[src/logic/spp_pkg.sv]
package spp_pkg;

  // Port count and field widths
  localparam int NPORT  = 8;
  localparam int PW     = 3;
  localparam int RATE_W = 3;
  localparam int MIR_W  = PW + 1;
  localparam int FIFO_D = 16;

  // Mirroring direction mode
  typedef enum logic [1:0] {
    SPP_MIR_OFF  = 2'b00,
    SPP_MIR_TX   = 2'b01,
    SPP_MIR_BOTH = 2'b10
  } spp_mir_mode_t;

  // Ingress limiter frame class
  typedef enum logic [1:0] {
    SPP_CLS_ALL = 2'b00,
    SPP_CLS_BMU = 2'b01,
    SPP_CLS_BM  = 2'b10,
    SPP_CLS_B   = 2'b11
  } spp_cls_t;

  // Rate code that turns a limiter off
  localparam logic [RATE_W-1:0] RATE_OFF = 3'h0;

  // Reset values of the per-port and global settings
  localparam logic          RST_ENABLE   = 1'b1;
  localparam logic          RST_AUTO     = 1'b1;
  localparam logic          RST_SPEED100 = 1'b1;
  localparam logic          RST_FULL     = 1'b1;
  localparam logic          RST_FC_EN    = 1'b0;
  localparam logic          RST_FC_ASYM  = 1'b0;
  localparam logic          RST_MONITOR  = 1'b0;
  localparam spp_cls_t      RST_CLS      = SPP_CLS_BMU;
  localparam spp_mir_mode_t RST_MIR_MODE = SPP_MIR_OFF;
  localparam logic [PW-1:0] RST_ANA_PORT = 3'h0;

  // Timing: limiter measuring window
  localparam int CLK_HZ       = 20_000_000;
  localparam int WIN_US       = 1000;
  localparam int WIN_CYC      = WIN_US * (CLK_HZ / 1_000_000);
  localparam int FRM_PER_STEP = 16;

endpackage : spp_pkg

[src/logic/spp_fifo.sv]
`timescale 1ns/1ns
module spp_fifo #(
  parameter int W = 4,
  parameter int D = 16
) (
  // Clock and reset
  input  wire logic         ref_clk,
  input  wire logic         rst,
  // Fill side
  input  wire logic         in_valid,
  output logic              in_ready,
  input  wire logic [W-1:0] in_data,
  // Drain side
  output logic              out_valid,
  input  wire logic         out_ready,
  output logic [W-1:0]      out_data
);
  localparam int AW = $clog2(D);

  if (D < 2 || (1 << AW) != D) $error("spp_fifo depth must be a power of two");

  logic [W-1:0] mem_ff [D];
  logic [AW-1:0] wp_ff;
  logic [AW-1:0] rp_ff;
  logic [AW:0]   cnt_ff;
  logic          push;
  logic          pop;

  // Honest flags straight from the fill count
  assign in_ready  = (cnt_ff != (AW+1)'(D));
  assign out_valid = (cnt_ff != '0);
  assign push      = in_valid & in_ready;
  assign pop       = out_valid & out_ready;
  assign out_data  = mem_ff[rp_ff];

  // Storage has no reset; only pointers and fill count need defined values
  always_ff @(posedge ref_clk)
  begin
    if (push)
      mem_ff[wp_ff] <= in_data;
  end

  // Pointers and fill count
  always_ff @(posedge ref_clk or posedge rst)
  begin
    if (rst)
    begin
      wp_ff  <= '0;
      rp_ff  <= '0;
      cnt_ff <= '0;
    end
    else
    begin
      if (push)
        wp_ff <= wp_ff + 1'b1;
      if (pop)
        rp_ff <= rp_ff + 1'b1;
      if (push && !pop)
        cnt_ff <= cnt_ff + 1'b1;
      else if (pop && !push)
        cnt_ff <= cnt_ff - 1'b1;
    end
  end

endmodule : spp_fifo

[src/logic/spp_rate_lim.sv]
`timescale 1ns/1ns
module spp_rate_lim
  import spp_pkg::*;
#(
  parameter int CNT_W = 12,
  parameter int STEP  = 16
) (
  // Clock and reset
  input  wire logic              ref_clk,
  input  wire logic              rst,
  // Window and counted frames
  input  wire logic              win_tick,
  input  wire logic              hit,
  input  wire logic [RATE_W-1:0] limit,
  // Budget of this window spent
  output logic                   over
);
  if (STEP < 1 || STEP * ((1 << RATE_W) - 1) >= (1 << CNT_W))
    $error("spp_rate_lim counter too narrow for the step");

  logic [CNT_W-1:0] cnt_ff;
  logic [CNT_W-1:0] cap;

  // Frames allowed per window scale with the rate code
  assign cap  = CNT_W'(limit) * CNT_W'(STEP);
  assign over = (limit != RATE_OFF) && (cnt_ff >= cap);

  // Frame count within the current window; saturates, never wraps
  always_ff @(posedge ref_clk or posedge rst)
  begin
    if (rst)
      cnt_ff <= '0;
    else if (win_tick)
      cnt_ff <= '0;
    else if (hit && cnt_ff != '1)
      cnt_ff <= cnt_ff + 1'b1;
  end

endmodule : spp_rate_lim

[src/logic/spp_policy.sv]
`timescale 1ns/1ns
// Overview of operation
// Disabled port drops all received frames and transmits nothing.
// Auto negotiation: speed and duplex come from the link partner exchange.
// Forced: port runs at configured speed and duplex, negotiation off.
// Speed and duplex settings accept writes only when negotiation is forced.
// Per-port flow control symmetric or asymmetric, effective in full duplex only.
// Mirroring copies selected-direction frames of monitored ports; originals still forwarded.
// Mirror mode is off, transmit only, or both; resets to off.
// A single analysis port receives all mirrored copies.
// Each port has its own monitor flag; copies merge onto analysis port.
// Ingress limiter class: all, bcast/mcast/unknown, bcast/mcast, or bcast only.
// Egress limiter counts every frame; class affects ingress only.
// Per-port ingress rate, off value is the reset default.
// Per-port egress rate, off value is the reset default.
// Nonzero limit drops or holds frames exceeding budget per fixed window.
// Actual speed, duplex, flow control reported while up, unavailable while down.
module spp_policy
  import spp_pkg::*;
#(
  parameter int WIN_CYCLES = WIN_CYC,
  parameter int STEP       = FRM_PER_STEP,
  parameter int DEPTH      = FIFO_D
) (
  // Clock and reset
  input  wire logic                    ref_clk,
  input  wire logic                    rst,
  // Per-port configuration write
  input  wire logic                    cfg_wr,
  input  wire logic [PW-1:0]           cfg_port,
  input  wire logic                    cfg_enable,
  input  wire logic                    cfg_auto,
  input  wire logic                    cfg_speed100,
  input  wire logic                    cfg_full,
  input  wire logic                    cfg_fc_en,
  input  wire logic                    cfg_fc_asym,
  input  wire spp_cls_t                cfg_cls,
  input  wire logic [RATE_W-1:0]       cfg_in_rate,
  input  wire logic [RATE_W-1:0]       cfg_eg_rate,
  input  wire logic                    cfg_monitor,
  // Global mirroring configuration write
  input  wire logic                    mir_wr,
  input  wire spp_mir_mode_t           mir_mode,
  input  wire logic [PW-1:0]           mir_ana_port,
  // Configuration readback
  output logic [NPORT-1:0]             st_enable_ff,
  output logic [NPORT-1:0]             st_auto_ff,
  output logic [NPORT-1:0]             st_speed100_ff,
  output logic [NPORT-1:0]             st_full_ff,
  output logic [NPORT-1:0]             st_fc_en_ff,
  output logic [NPORT-1:0]             st_fc_asym_ff,
  output logic [NPORT-1:0]             st_monitor_ff,
  output spp_mir_mode_t                st_mir_mode_ff,
  output logic [PW-1:0]                st_ana_port_ff,
  // Link partner results from the PHYs
  input  wire logic [NPORT-1:0]        link_up,
  input  wire logic [NPORT-1:0]        an_speed100,
  input  wire logic [NPORT-1:0]        an_full,
  input  wire logic [NPORT-1:0]        an_pause,
  // PHY control
  output logic [NPORT-1:0]             phy_an_en_ff,
  output logic [NPORT-1:0]             phy_speed100_ff,
  output logic [NPORT-1:0]             phy_full_ff,
  // Actual port status
  output logic [NPORT-1:0]             act_valid_ff,
  output logic [NPORT-1:0]             act_speed100_ff,
  output logic [NPORT-1:0]             act_full_ff,
  output logic [NPORT-1:0]             act_pause_tx_ff,
  output logic [NPORT-1:0]             act_pause_rx_ff,
  // Ingress frame descriptors
  input  wire logic [NPORT-1:0]        rx_valid,
  output logic [NPORT-1:0]             rx_ready,
  input  wire logic [NPORT-1:0]        rx_bcast,
  input  wire logic [NPORT-1:0]        rx_mcast,
  input  wire logic [NPORT-1:0]        rx_unk_ucast,
  output logic [NPORT-1:0]             rx_fwd_ff,
  output logic [NPORT-1:0]             rx_drop_ff,
  // Egress frame requests
  input  wire logic [NPORT-1:0]        tx_valid,
  output logic [NPORT-1:0]             tx_ready,
  output logic [NPORT-1:0]             tx_sent_ff,
  // Mirror copies toward the analysis port
  output logic                         ana_valid,
  input  wire logic                    ana_ready,
  output logic [PW-1:0]                ana_src_port,
  output logic                         ana_dir_tx
);
  if (NPORT != (1 << PW)) $error("spp_policy port count must match index width");
  if (WIN_CYCLES < 2) $error("spp_policy window too short");

  localparam int WCW   = $clog2(WIN_CYCLES);
  localparam int CNT_W = $clog2(STEP * ((1 << RATE_W) - 1) + 1) + 1;

  spp_cls_t          cls_ff  [NPORT];
  logic [RATE_W-1:0] irate_ff[NPORT];
  logic [RATE_W-1:0] erate_ff[NPORT];
  logic [WCW-1:0]    win_ff;
  logic              win_tick;
  logic [NPORT-1:0]  cls_hit;
  logic [NPORT-1:0]  in_over;
  logic [NPORT-1:0]  eg_over;
  logic [NPORT-1:0]  rx_pass;
  logic [NPORT-1:0]  tx_ok;
  logic [NPORT-1:0]  mon_eff;
  logic [NPORT-1:0]  rx_need;
  logic [NPORT-1:0]  tx_need;
  logic [2*NPORT-1:0] need;
  logic [2*NPORT-1:0] gnt;
  logic [NPORT-1:0]  rx_fire;
  logic [NPORT-1:0]  tx_fire;
  logic [NPORT-1:0]  spd;
  logic [NPORT-1:0]  ful;
  logic              cp_ready;
  logic [MIR_W-1:0]  cp_data;
  logic [MIR_W-1:0]  ana_data;

  // Lowest set request wins; fixed priority keeps the merge simple
  function automatic logic [2*NPORT-1:0] spp_pick(input logic [2*NPORT-1:0] req);
    return req & (~req + 1'b1);
  endfunction : spp_pick

  // Port state, negotiation and monitor flags
  always_ff @(posedge ref_clk or posedge rst)
  begin
    if (rst)
    begin
      st_enable_ff  <= {NPORT{RST_ENABLE}};
      st_auto_ff    <= {NPORT{RST_AUTO}};
      st_fc_en_ff   <= {NPORT{RST_FC_EN}};
      st_fc_asym_ff <= {NPORT{RST_FC_ASYM}};
      st_monitor_ff <= {NPORT{RST_MONITOR}};
    end
    else if (cfg_wr)
    begin
      st_enable_ff[cfg_port]  <= cfg_enable;
      st_auto_ff[cfg_port]    <= cfg_auto;
      st_fc_en_ff[cfg_port]   <= cfg_fc_en;
      st_fc_asym_ff[cfg_port] <= cfg_fc_asym;
      st_monitor_ff[cfg_port] <= cfg_monitor;
    end
  end

  // Speed and duplex settings are frozen while negotiation is automatic
  always_ff @(posedge ref_clk or posedge rst)
  begin
    if (rst)
    begin
      st_speed100_ff <= {NPORT{RST_SPEED100}};
      st_full_ff     <= {NPORT{RST_FULL}};
    end
    else if (cfg_wr && !cfg_auto)
    begin
      st_speed100_ff[cfg_port] <= cfg_speed100;
      st_full_ff[cfg_port]     <= cfg_full;
    end
  end

  // Limiter class and rates; off is the reset default
  always_ff @(posedge ref_clk or posedge rst)
  begin
    if (rst)
    begin
      for (int p = 0; p < NPORT; p++)
      begin
        cls_ff[p]   <= RST_CLS;
        irate_ff[p] <= RATE_OFF;
        erate_ff[p] <= RATE_OFF;
      end
    end
    else if (cfg_wr)
    begin
      cls_ff[cfg_port]   <= cfg_cls;
      irate_ff[cfg_port] <= cfg_in_rate;
      erate_ff[cfg_port] <= cfg_eg_rate;
    end
  end

  // Global mirroring settings
  always_ff @(posedge ref_clk or posedge rst)
  begin
    if (rst)
    begin
      st_mir_mode_ff <= RST_MIR_MODE;
      st_ana_port_ff <= RST_ANA_PORT;
    end
    else if (mir_wr)
    begin
      st_mir_mode_ff <= mir_mode;
      st_ana_port_ff <= mir_ana_port;
    end
  end

  // PHY control follows the stored negotiation settings
  always_ff @(posedge ref_clk or posedge rst)
  begin
    if (rst)
    begin
      phy_an_en_ff    <= {NPORT{RST_AUTO}};
      phy_speed100_ff <= {NPORT{RST_SPEED100}};
      phy_full_ff     <= {NPORT{RST_FULL}};
    end
    else
    begin
      phy_an_en_ff    <= st_auto_ff;
      phy_speed100_ff <= st_speed100_ff;
      phy_full_ff     <= st_full_ff;
    end
  end

  // Actual status; all zero means unavailable while link is down
  assign spd = (st_auto_ff & an_speed100) | (~st_auto_ff & st_speed100_ff);
  assign ful = (st_auto_ff & an_full) | (~st_auto_ff & st_full_ff);
  always_ff @(posedge ref_clk or posedge rst)
  begin
    if (rst)
    begin
      act_valid_ff    <= '0;
      act_speed100_ff <= '0;
      act_full_ff     <= '0;
      act_pause_tx_ff <= '0;
      act_pause_rx_ff <= '0;
    end
    else
    begin
      for (int p = 0; p < NPORT; p++)
      begin
        act_valid_ff[p]    <= link_up[p];
        act_speed100_ff[p] <= link_up[p] & spd[p];
        act_full_ff[p]     <= link_up[p] & ful[p];
        // Pause only in full duplex; asymmetric sends pause but ignores it
        act_pause_tx_ff[p] <= link_up[p] & ful[p] & st_fc_en_ff[p]
                              & (st_fc_asym_ff[p] | an_pause[p]);
        act_pause_rx_ff[p] <= link_up[p] & ful[p] & st_fc_en_ff[p]
                              & ~st_fc_asym_ff[p] & an_pause[p];
      end
    end
  end

  // Shared measuring window for every limiter
  always_ff @(posedge ref_clk or posedge rst)
  begin
    if (rst)
      win_ff <= '0;
    else if (win_tick)
      win_ff <= '0;
    else
      win_ff <= win_ff + 1'b1;
  end
  assign win_tick = (win_ff == WCW'(WIN_CYCLES - 1));

  // Frame class match for the ingress limiter
  always_comb
  begin
    for (int p = 0; p < NPORT; p++)
    begin
      case (cls_ff[p])
        SPP_CLS_ALL: cls_hit[p] = 1'b1;
        SPP_CLS_BMU: cls_hit[p] = rx_bcast[p] | rx_mcast[p] | rx_unk_ucast[p];
        SPP_CLS_BM:  cls_hit[p] = rx_bcast[p] | rx_mcast[p];
        default:     cls_hit[p] = rx_bcast[p];
      endcase
    end
  end

  // One ingress and one egress limiter per port
  for (genvar p = 0; p < NPORT; p++)
  begin : g_lim
    spp_rate_lim #(
      .CNT_W (CNT_W),
      .STEP  (STEP)
    ) u_in (
      .ref_clk  (ref_clk),
      .rst      (rst),
      .win_tick (win_tick),
      .hit      (rx_fire[p] & rx_pass[p] & cls_hit[p]),
      .limit    (irate_ff[p]),
      .over     (in_over[p])
    );
    spp_rate_lim #(
      .CNT_W (CNT_W),
      .STEP  (STEP)
    ) u_eg (
      .ref_clk  (ref_clk),
      .rst      (rst),
      .win_tick (win_tick),
      .hit      (tx_fire[p]),
      .limit    (erate_ff[p]),
      .over     (eg_over[p])
    );
  end

  // Forwarding decision; the analysis port never mirrors itself
  always_comb
  begin
    for (int p = 0; p < NPORT; p++)
    begin
      rx_pass[p] = st_enable_ff[p] & link_up[p] & ~(cls_hit[p] & in_over[p]);
      tx_ok[p]   = st_enable_ff[p] & link_up[p] & ~eg_over[p];
      mon_eff[p] = st_monitor_ff[p] & (st_ana_port_ff != PW'(p));
    end
  end

  // Which frame events must place a copy before completing
  assign rx_need = rx_valid & rx_pass & mon_eff
                   & {NPORT{st_mir_mode_ff == SPP_MIR_BOTH}};
  assign tx_need = tx_valid & tx_ok & mon_eff
                   & {NPORT{st_mir_mode_ff == SPP_MIR_TX
                            || st_mir_mode_ff == SPP_MIR_BOTH}};
  assign need    = {tx_need, rx_need};
  assign gnt     = spp_pick(need);

  // A copy-bearing event waits for its grant and FIFO room
  assign rx_ready = ~rx_need | (gnt[NPORT-1:0] & {NPORT{cp_ready}});
  assign tx_ready = tx_ok & (~tx_need | (gnt[2*NPORT-1:NPORT] & {NPORT{cp_ready}}));
  assign rx_fire  = rx_valid & rx_ready;
  assign tx_fire  = tx_valid & tx_ready;

  // Copy descriptor: direction flag above the source port number
  always_comb
  begin
    cp_data = '0;
    for (int i = 0; i < 2*NPORT; i++)
    begin
      if (gnt[i])
        cp_data = {(i >= NPORT), PW'(i % NPORT)};
    end
  end

  // Frame completion pulses; a disabled or over-limit port drops
  always_ff @(posedge ref_clk or posedge rst)
  begin
    if (rst)
    begin
      rx_fwd_ff  <= '0;
      rx_drop_ff <= '0;
      tx_sent_ff <= '0;
    end
    else
    begin
      rx_fwd_ff  <= rx_fire & rx_pass;
      rx_drop_ff <= rx_fire & ~rx_pass;
      tx_sent_ff <= tx_fire;
    end
  end

  // Copies queue here; a slow analyzer stalls monitored ports
  spp_fifo #(
    .W (MIR_W),
    .D (DEPTH)
  ) u_fifo (
    .ref_clk   (ref_clk),
    .rst       (rst),
    .in_valid  (|need),
    .in_ready  (cp_ready),
    .in_data   (cp_data),
    .out_valid (ana_valid),
    .out_ready (ana_ready),
    .out_data  (ana_data)
  );

  assign ana_dir_tx   = ana_data[MIR_W-1];
  assign ana_src_port = ana_data[PW-1:0];

endmodule : spp_policy

[config.mk]
export PLATFORM = sky130hd
export DESIGN_NAME = spp_policy
export DESIGN_NICKNAME = d
export VERILOG_FILES = /design/src/logic/spp_pkg.sv /design/src/logic/spp_fifo.sv /design/src/logic/spp_rate_lim.sv /design/src/logic/spp_policy.sv
export SDC_FILE = /design/constraint.sdc
export NUM_CORES = 1
export LEC_CHECK = 0
export BUFFER_PORTS_ARGS = -buffer_cell sky130_fd_sc_hd__buf_2
export CAP_MARGIN = 25
export CORE_MARGIN = 2
export CORE_UTILIZATION = 25
export CTS_CLUSTER_SIZE = 12
export DETAILED_ROUTE_END_ITERATION = 16
export GPL_TIMING_DRIVEN = 0
export REMOVE_ABC_BUFFERS = 1
export SYNTH_ARGS = -nofsm -noshare
export SYNTH_HDL_FRONTEND = slang
export SYNTH_HIERARCHICAL = 1
export SYNTH_SLANG_ARGS = --single-unit
[constraint.sdc]
create_clock -name ref_clk -period 9.4 [get_ports ref_clk]
set_input_delay 1.88 -clock ref_clk [delete_from_list [all_inputs] [get_ports ref_clk]]
set_output_delay 1.88 -clock ref_clk [all_outputs]
set_load 0.1 [all_outputs]
==> metrics.csv, run 1 <==
stage,metric,value,unit
power,peakVddDrop,0.000231,V
worst_setup_path,cp_num_cells,9,
min_path,min_path_cells,0,
floorplan,dieHeight,302,um
sta,clock_skew,0.0326,ns
sta,fin_crit_sh,0.768,
route,viasPerCell,4.72,
worst_setup_path,rrSetupSlack,4.32,ns
clocking,htree_levels,2,
placed_design,gp_congestion,0.843,
route,drt-total-wl,64600,um
min_path,hp-class,reg -> reg,
synthesis,syn_area_per_cell,11.4,sq um
sta,finalCriticalPeriod,7.22,ns
min_path,hold_start,st_full_ff[6],
power,p_sw,2820,uW
synthesis,synth_enable_flop_cells,64,
sta,finalHoldViolations,0,
worst_setup_path,cp_common_cell,buf_2,
power,pwr-share-clk,0.269,
sta,slew-limit-headroom,0.256,
finish,fin_area,26400,sq um
power,power_frac_seq,0.392,
clocking,clk_pin_slew,0.06,ns
finish,ff_latch_area,11200,sq um
synthesis,synth_ff_type,dfrtp_1,
sta,maxSlewViolCount,0,
worst_setup_path,crit_required,7.52,ns
finish,fin_nets,2409,
power,internal_power,3990,uW
min_path,whs_endpoint,phy_full_ff[6],
global_routing,antenna_found_initial,11,
worst_setup_path,timing.rr.end,g_lim[0].u_eg/cnt_ff[5],
route,antenna_left,0,
power,p_per_area,258,nW/um^2
clocking,ctsResizeCount,0,
worst_setup_path,path_cells,"buf_2, o21bai_1, a311oi_2, nor4_1, nand4bb_4, nor3_1, nand2_1, a211oi_1, buf_2",
finish,fill_cells,9098,
clocking,clock_sinks,433,
floorplan,core-area,88100,sq um
synthesis,syn-cell-area,22100,sq um
clocking,postCtsSetupBuffers,0,
worst_setup_path,startpoint,rx_mcast[6],
run_status,status,"complete, no violations",
worst_setup_path,cp_max_fo,5,
placed_design,placed_area,24900,sq um
route,drc_errors,0,
global_routing,track_usage,0.140,
power,leakage,0.0117,uW
route,drt_first_pass_iters,5,
clocking,clock_tree.root_cell,clkbuf_16,
global_routing,grt_pass1_vias,15503,
finish,area_delta_synth_final,19.3,%
global_routing,grt_overflow,0,
global_routing,grt_max_degree,102,
power,swShare,0.415,
floorplan,start_util,0.251,
synthesis,synth_cell_types,83,
floorplan,row_count,109,
clocking,holdBufCountCts,0,
placed_design,port_buffers,269,
route,dr.first_iter.drc_count,1231,
placed_design,dp_hpwl,48800,um
floorplan,die_w,302,um
global_routing,grt_pass1_wl,96600,um
route,met2WireLength,27200,um
job,maxCapViolations,0,
power,combPwrFrac,0.339,
sta,fmax,0.138,GHz
worst_setup_path,crit_path_top_delay_cell,a311oi_2,
clocking,cts_tree,built,
synthesis,ys_seq_area_frac,0.508,
route,met1_length,30800,um
clocking,clock_latency,0.60,ns
clocking,cts_buffers,48,
clocking,cts_max_path_buffers,3,
route,met3_length,5090,um
route,wl_per_cell,18.9,um
synthesis,async_flop_share,0.852,
worst_setup_path,slowest_delay,0.70,ns
worst_setup_path,cpLargestDelayFamily,compound AO/OA/AOI/OAI gates,
worst_setup_path,r2r_start,g_lim[6].u_in/cnt_ff[4],
synthesis,synth-seq-cells,433,
floorplan,die_area,90900,sq um
sta,rsz0062_at_grt,false,
synthesis,yosysWarnings,6,
worst_setup_path,path_class,in -> out,
finish,multiInputGateArea,9960,sq um
floorplan,pin_count,270,
synthesis,syn_inst,1935,
worst_setup_path,end_kind,output port,
worst_setup_path,reg2reg_depth,15,
sta,holdWs,0.381,ns
worst_setup_path,cp-start-kind,input pin,
sta,setup_viol,0,
finish,drive_gt1_frac,0.312,
route,via_count,16151,
worst_setup_path,cp_num_buf_inv,2,
route,topRoutingLayerUsed,met5,
sta,tightestPinTransition,1.10,ns
worst_setup_path,crit_arrival,5.34,ns
## metrics by stage
step / setup slack (ns) / util / instances / TNS (ns) / power (uW)
after floorplan: 1.38 / - / 1877 / 0 / 4440
after global placement: -2.22 / 0.279 / 3311 / -358.97 / 4950
after detailed placement: 2.39 / 0.282 / 3329 / 0 / 5010
after CTS: 2.37 / 0.299 / 3417 / 0 / 6870
after global routing: 2.15 / 0.300 / 3421 / 0 / 7160
final: 2.18 / 0.300 / 3424 / 0 / 6810
## final cells by class
cell class,count,area share
well taps,1165,0.0552
repair buffers,290,0.0622
diodes,4,0.000379
clock inverters,16,0.00417
inverters,158,0.0227
clock buffers,72,0.0527
multi-input cells,1286,0.377
flip-flops and latches,433,0.425
## layout by cell type (no fill, tap or decap), drive strengths merged, types with 42 or more instances in the layout
master	netlist	layout
nor2b	57	57
dfrtp	305	305
nand2	80	80
edfxtp	64	64
dfstp	64	64
clkbuf	32	73
ha	91	91
a211oi	66	66
and3	42	42
o21ai	43	43
inv	158	160
mux2i	49	49
mux2	151	151
a21oi	97	97
nor2	145	145
buf	26	289
## Yosys cell counts, types with 17 or more instances
cell type  instances  area (sq um)
o211ai_1          19           143
nor4_1            22           138
nand4_1           38           238
a211oi_1          50           375
a311oi_1          20           175
and2_1            20           125
mux2_2           119          1340
buf_6             18           203
nand3_1           30           150
a21boi_2          17           191
dfrtp_1          305          7630
dfstp_2           64          1680
and3_1            26           163
mux2i_1           49           490
xnor2_1           17           149
mux2_4            32           480
nand2_1           80           300
a21oi_1           97           485
and4_1            19           166
clkbuf_1          32           120
nand2b_1          38           238
nor2b_1           56           350
edfxtp_1          64          1920
nor2_1           145           544
inv_1            157           589
nor3_1            30           150
ha_1              91          1140
o21ai_0           43           215
## how the worst max path moves through the flow
stage	endpoint	slack [ns]
2_1_floorplan	act_full_ff[0]	1.38
3_3_place_gp	act_pause_tx_ff[0]	-2.22
3_5_place_dp	tx_ready[0]	2.39
4_1_cts	tx_ready[0]	2.37
5_1_grt	tx_ready[0]	2.15
6_report	tx_ready[0]	2.18
## kinds of logic after synthesis
kind of cell               share of synthesized area
adders and majority gates                     0.0523
DFF                                            0.508
buffers and inverters                         0.0439
and+or+nand+nor                                0.165
muxes                                          0.113
AOI/OAI and AO/OA                              0.109
xor gates and xnor gates                     0.00871
## routing by layer
metal / up-vias / GRT usage
met4: 6 / 0.0348
met5: - / 0
li1: 7576 / -
met2: 436 / 0.205
met1: 8044 / 0.202
met3: 89 / 0.0384
## sequential cells by signal, indices dropped and copies added, names as in the netlist, 15 cells and up
signal / count
g_lim.u_in/cnt_ff: 64
win_ff: 15
u_fifo/mem_ff: 64
cls_ff: 16
erate_ff: 24
irate_ff: 24
g_lim.u_eg/cnt_ff: 64
## power by group through the flow
stage / combinational [uW] / sequential, uW / clock [uW]
floorplan: 1070 / 3370 / 0
detailed placement: 2310 / 2700 / 0
global placement: 2250 / 2710 / 0
CTS: 2320 / 2670 / 1880
global route: 2480 / 2730 / 1950
finish: 2310 / 2670 / 1830
Note: power is estimated with default switching activity, not from simulation.
==> run 2, diff against run 1 <==
clock period = 5.95 ns   (was 9.4 ns; I/O delays follow)
==> run 2 against run 1 <==
Against the previous run:
- critical path depth rose by 4
- die area did not move
- clock skew about the same
- combinational power rose by 58%
- clock power is 58% higher
- design area about the same
- final cell count about the same
- register-to-register slack got worse by 3.3 ns
==> metrics.csv, run 2 (same netlist as run 1, synthesis figures left out) <==
stage,metric,value,unit,change
finish,mostFrequentLayoutCell,dfrtp_1,,
sta,maxSlewViolCount,0,,unchanged
worst_setup_path,cp_num_buf_inv,3,,+1
min_path,hp-class,reg -> reg,,
clocking,clock_sinks,433,,unchanged
clocking,cts_tree,built,,
finish,area_delta_synth_final,19.4,%,about the same
floorplan,die_area,90900,sq um,unchanged
worst_setup_path,crit_required,4.76,ns,-2.76 ns
finish,final_cells,3422,,-0.058%
clocking,clock_tree.root_cell,clkbuf_16,,
clocking,clock_latency,0.60,ns,about the same
route,drt_first_pass_iters,5,,unchanged
route,antenna_left,0,,unchanged
floorplan,pin_count,270,,unchanged
sta,setup_viol,0,,unchanged
worst_setup_path,crit_arrival,4.59,ns,-0.75 ns
sta,tightestPinTransition,1.10,ns,-0.00289 ns
min_path,whs_endpoint,phy_full_ff[6],,
worst_setup_path,reg2reg_depth,15,,unchanged
finish,multiInputGateArea,9980,sq um,+0.16%
min_path,hold_start,st_full_ff[6],,
route,dr.first_iter.drc_count,1180,,-4.1%
finish,fill_cells,9096,,-0.022%
clocking,cts_max_path_buffers,3,,unchanged
power,p_per_area,407,nW/um^2,+58%
worst_setup_path,cp_max_fo,6,,+1
sta,fmax,0.173,GHz,
sta,finalHoldViolations,0,,unchanged
clocking,clk_pin_slew,0.06,ns,about the same
floorplan,row_count,109,,unchanged
global_routing,grt_overflow,0,,unchanged
min_path,min_path_cells,0,,unchanged
worst_setup_path,crit_path_top_delay_cell,a211oi_1,,
sta,fin_ws,0.166,ns,-2.01 ns
worst_setup_path,end_kind,output port,,
global_routing,track_usage,0.140,,unchanged
placed_design,preCtsSetupSlack,0.322,ns,-2.07 ns
global_routing,grt_pass1_vias,15503,,unchanged
floorplan,core-area,88100,sq um,unchanged
placed_design,dp_hpwl,48800,um,unchanged
worst_setup_path,path_cells,"inv_1, ha_1, and4bb_2, o211ai_1, a21oi_1, inv_1, a311oi_2, or4_1, nand4bb_4, nor3_2, nand2_1, a211oi_1, buf_2",,
worst_setup_path,r2r_start,g_lim[2].u_in/cnt_ff[4],,
finish,reg.largest.list,"g_lim.u_eg/cnt_ff: 64 flops, g_lim.u_in/cnt_ff: 64 flops, u_fifo/mem_ff: 64 flops",,
route,wl_per_cell,18.9,um,about the same
route,drt-total-wl,64600,um,about the same
finish,fin_nets,2409,,unchanged
sta,rsz0062_at_grt,false,,
sta,clock_skew,0.0330,ns,+0.000392 ns
global_routing,grt_pass1_wl,96600,um,unchanged
worst_setup_path,timing.rr.end,g_lim[4].u_eg/cnt_ff[5],,
sta,holdWs,0.380,ns,-0.00106 ns
worst_setup_path,cp_common_cell,inv_1,,
finish,final_cell_mix,"305 x dfrtp_1, 271 x buf_2, 156 x inv_1",,
power,leakage,0.0117,uW,about the same
route,viasPerCell,4.73,,+0.38%
placed_design,port_buffers,269,,unchanged
global_routing,antenna_found_initial,11,,unchanged
sta,fin_crit_sh,0.972,,
worst_setup_path,rrSetupSlack,1.00,ns,-3.32 ns
sta,finalCriticalPeriod,5.78,ns,
sta,slew-limit-headroom,0.258,,+0.00195
finish,finish.utilization,0.300,,about the same
finish,drive_gt1_frac,0.312,,+0.000443
route,via_count,16203,,+0.32%
route,drc_errors,0,,unchanged
floorplan,die_w,302,um,unchanged
placed_design,gp_congestion,0.843,,unchanged
power,peakVddDrop,0.000365,V,+58%
run_status,status,"complete, no violations",,
clocking,holdBufCountCts,0,,unchanged
finish,ff_latch_area,11200,sq um,unchanged
clocking,htree_levels,2,,unchanged
floorplan,dieHeight,302,um,unchanged
worst_setup_path,cpLargestDelayFamily,compound AO/OA/AOI/OAI gates,,
placed_design,post-place-cells,3329,,unchanged
job,maxCapViolations,0,,unchanged
worst_setup_path,cp-start-kind,flip-flop,,
worst_setup_path,slowest_delay,0.57,ns,-0.13 ns
global_routing,grt_max_degree,102,,unchanged
floorplan,start_util,0.251,,unchanged
clocking,cts_buffers,48,,unchanged
worst_setup_path,path_class,reg -> out,,
-- run 2: cell types whose count changed in the layout (fill, tap and decap cells not counted) --
cell | before | now
a311oi_2 | 2 | 1
a311oi_4 | 0 | 1
clkbuf_4 | 1 | 2
buf_2 | 272 | 271
nor3_1 | 28 | 27
nor3_2 | 3 | 4
diode_2 | 4 | 2
-- run 2: metrics by stage --
step | setup TNS [ns] | cell area (sq um) | total power, uW
2_1_floorplan | -226.64 | 21800 | 7020
3_3_place_gp | -1008.74 | 24600 | 7820
3_5_place_dp | 0 | 24900 | 7910
4_1_cts | 0 | 26400 | 10900
5_1_grt | 0 | 26400 | 11300
6_report | 0 | 26400 | 10800
-- run 2: worst max-delay path by stage --
stage | start | end | slack, ns | cells past startpoint
6_report | g_lim[5].u_in/cnt_ff[4] | tx_ready[0] | 0.17 | 13
5_1_grt | g_lim[2].u_in/cnt_ff[4] | tx_ready[7] | 0.0002 | 13
4_1_cts | g_lim[6].u_in/cnt_ff[4] | tx_ready[3] | 0.10 | 13
3_5_place_dp | rx_mcast[6] | tx_ready[0] | 0.32 | 9
3_3_place_gp | rst | act_pause_tx_ff[0] | -4.98 | 2
2_1_floorplan | rst | act_full_ff[0] | -1.38 | 1
-- run 2: per-layer routing --
layer / routed length, um / global-route usage / part of all wire / vias up
met2: 27200 / 0.205 / 0.42 / 468
met4: 1510 / 0.0348 / 0.023 / 6
met5: 42 / 0 / 0.00065 / -
met1: 30600 / 0.202 / 0.47 / 8061
met3: 5310 / 0.0384 / 0.082 / 92
li1: - / - / - / 7576
-- run 2: cell type report --
class | count | share of cell area
Sequential cell | 433 | 0.425
Clock inverter | 16 | 0.00417
Tap cell | 1165 | 0.0552
Multi-Input combinational cell | 1286 | 0.378
Antenna cell | 2 | 0.000189
Timing Repair Buffer | 290 | 0.0622
Clock buffer | 72 | 0.0527
Inverter | 158 | 0.0227
-- run 2: timing repair --
action / CTS / global route
buffers inserted: 0 / 0
gates resized for setup: 1 / 2
setup endpoints to repair: 1 / 4
-- run 2: where the power goes --
group	internal (uW)	switching, uW
Clock	1620	1270
Combinational	1070	2580
Sequential	3610	609
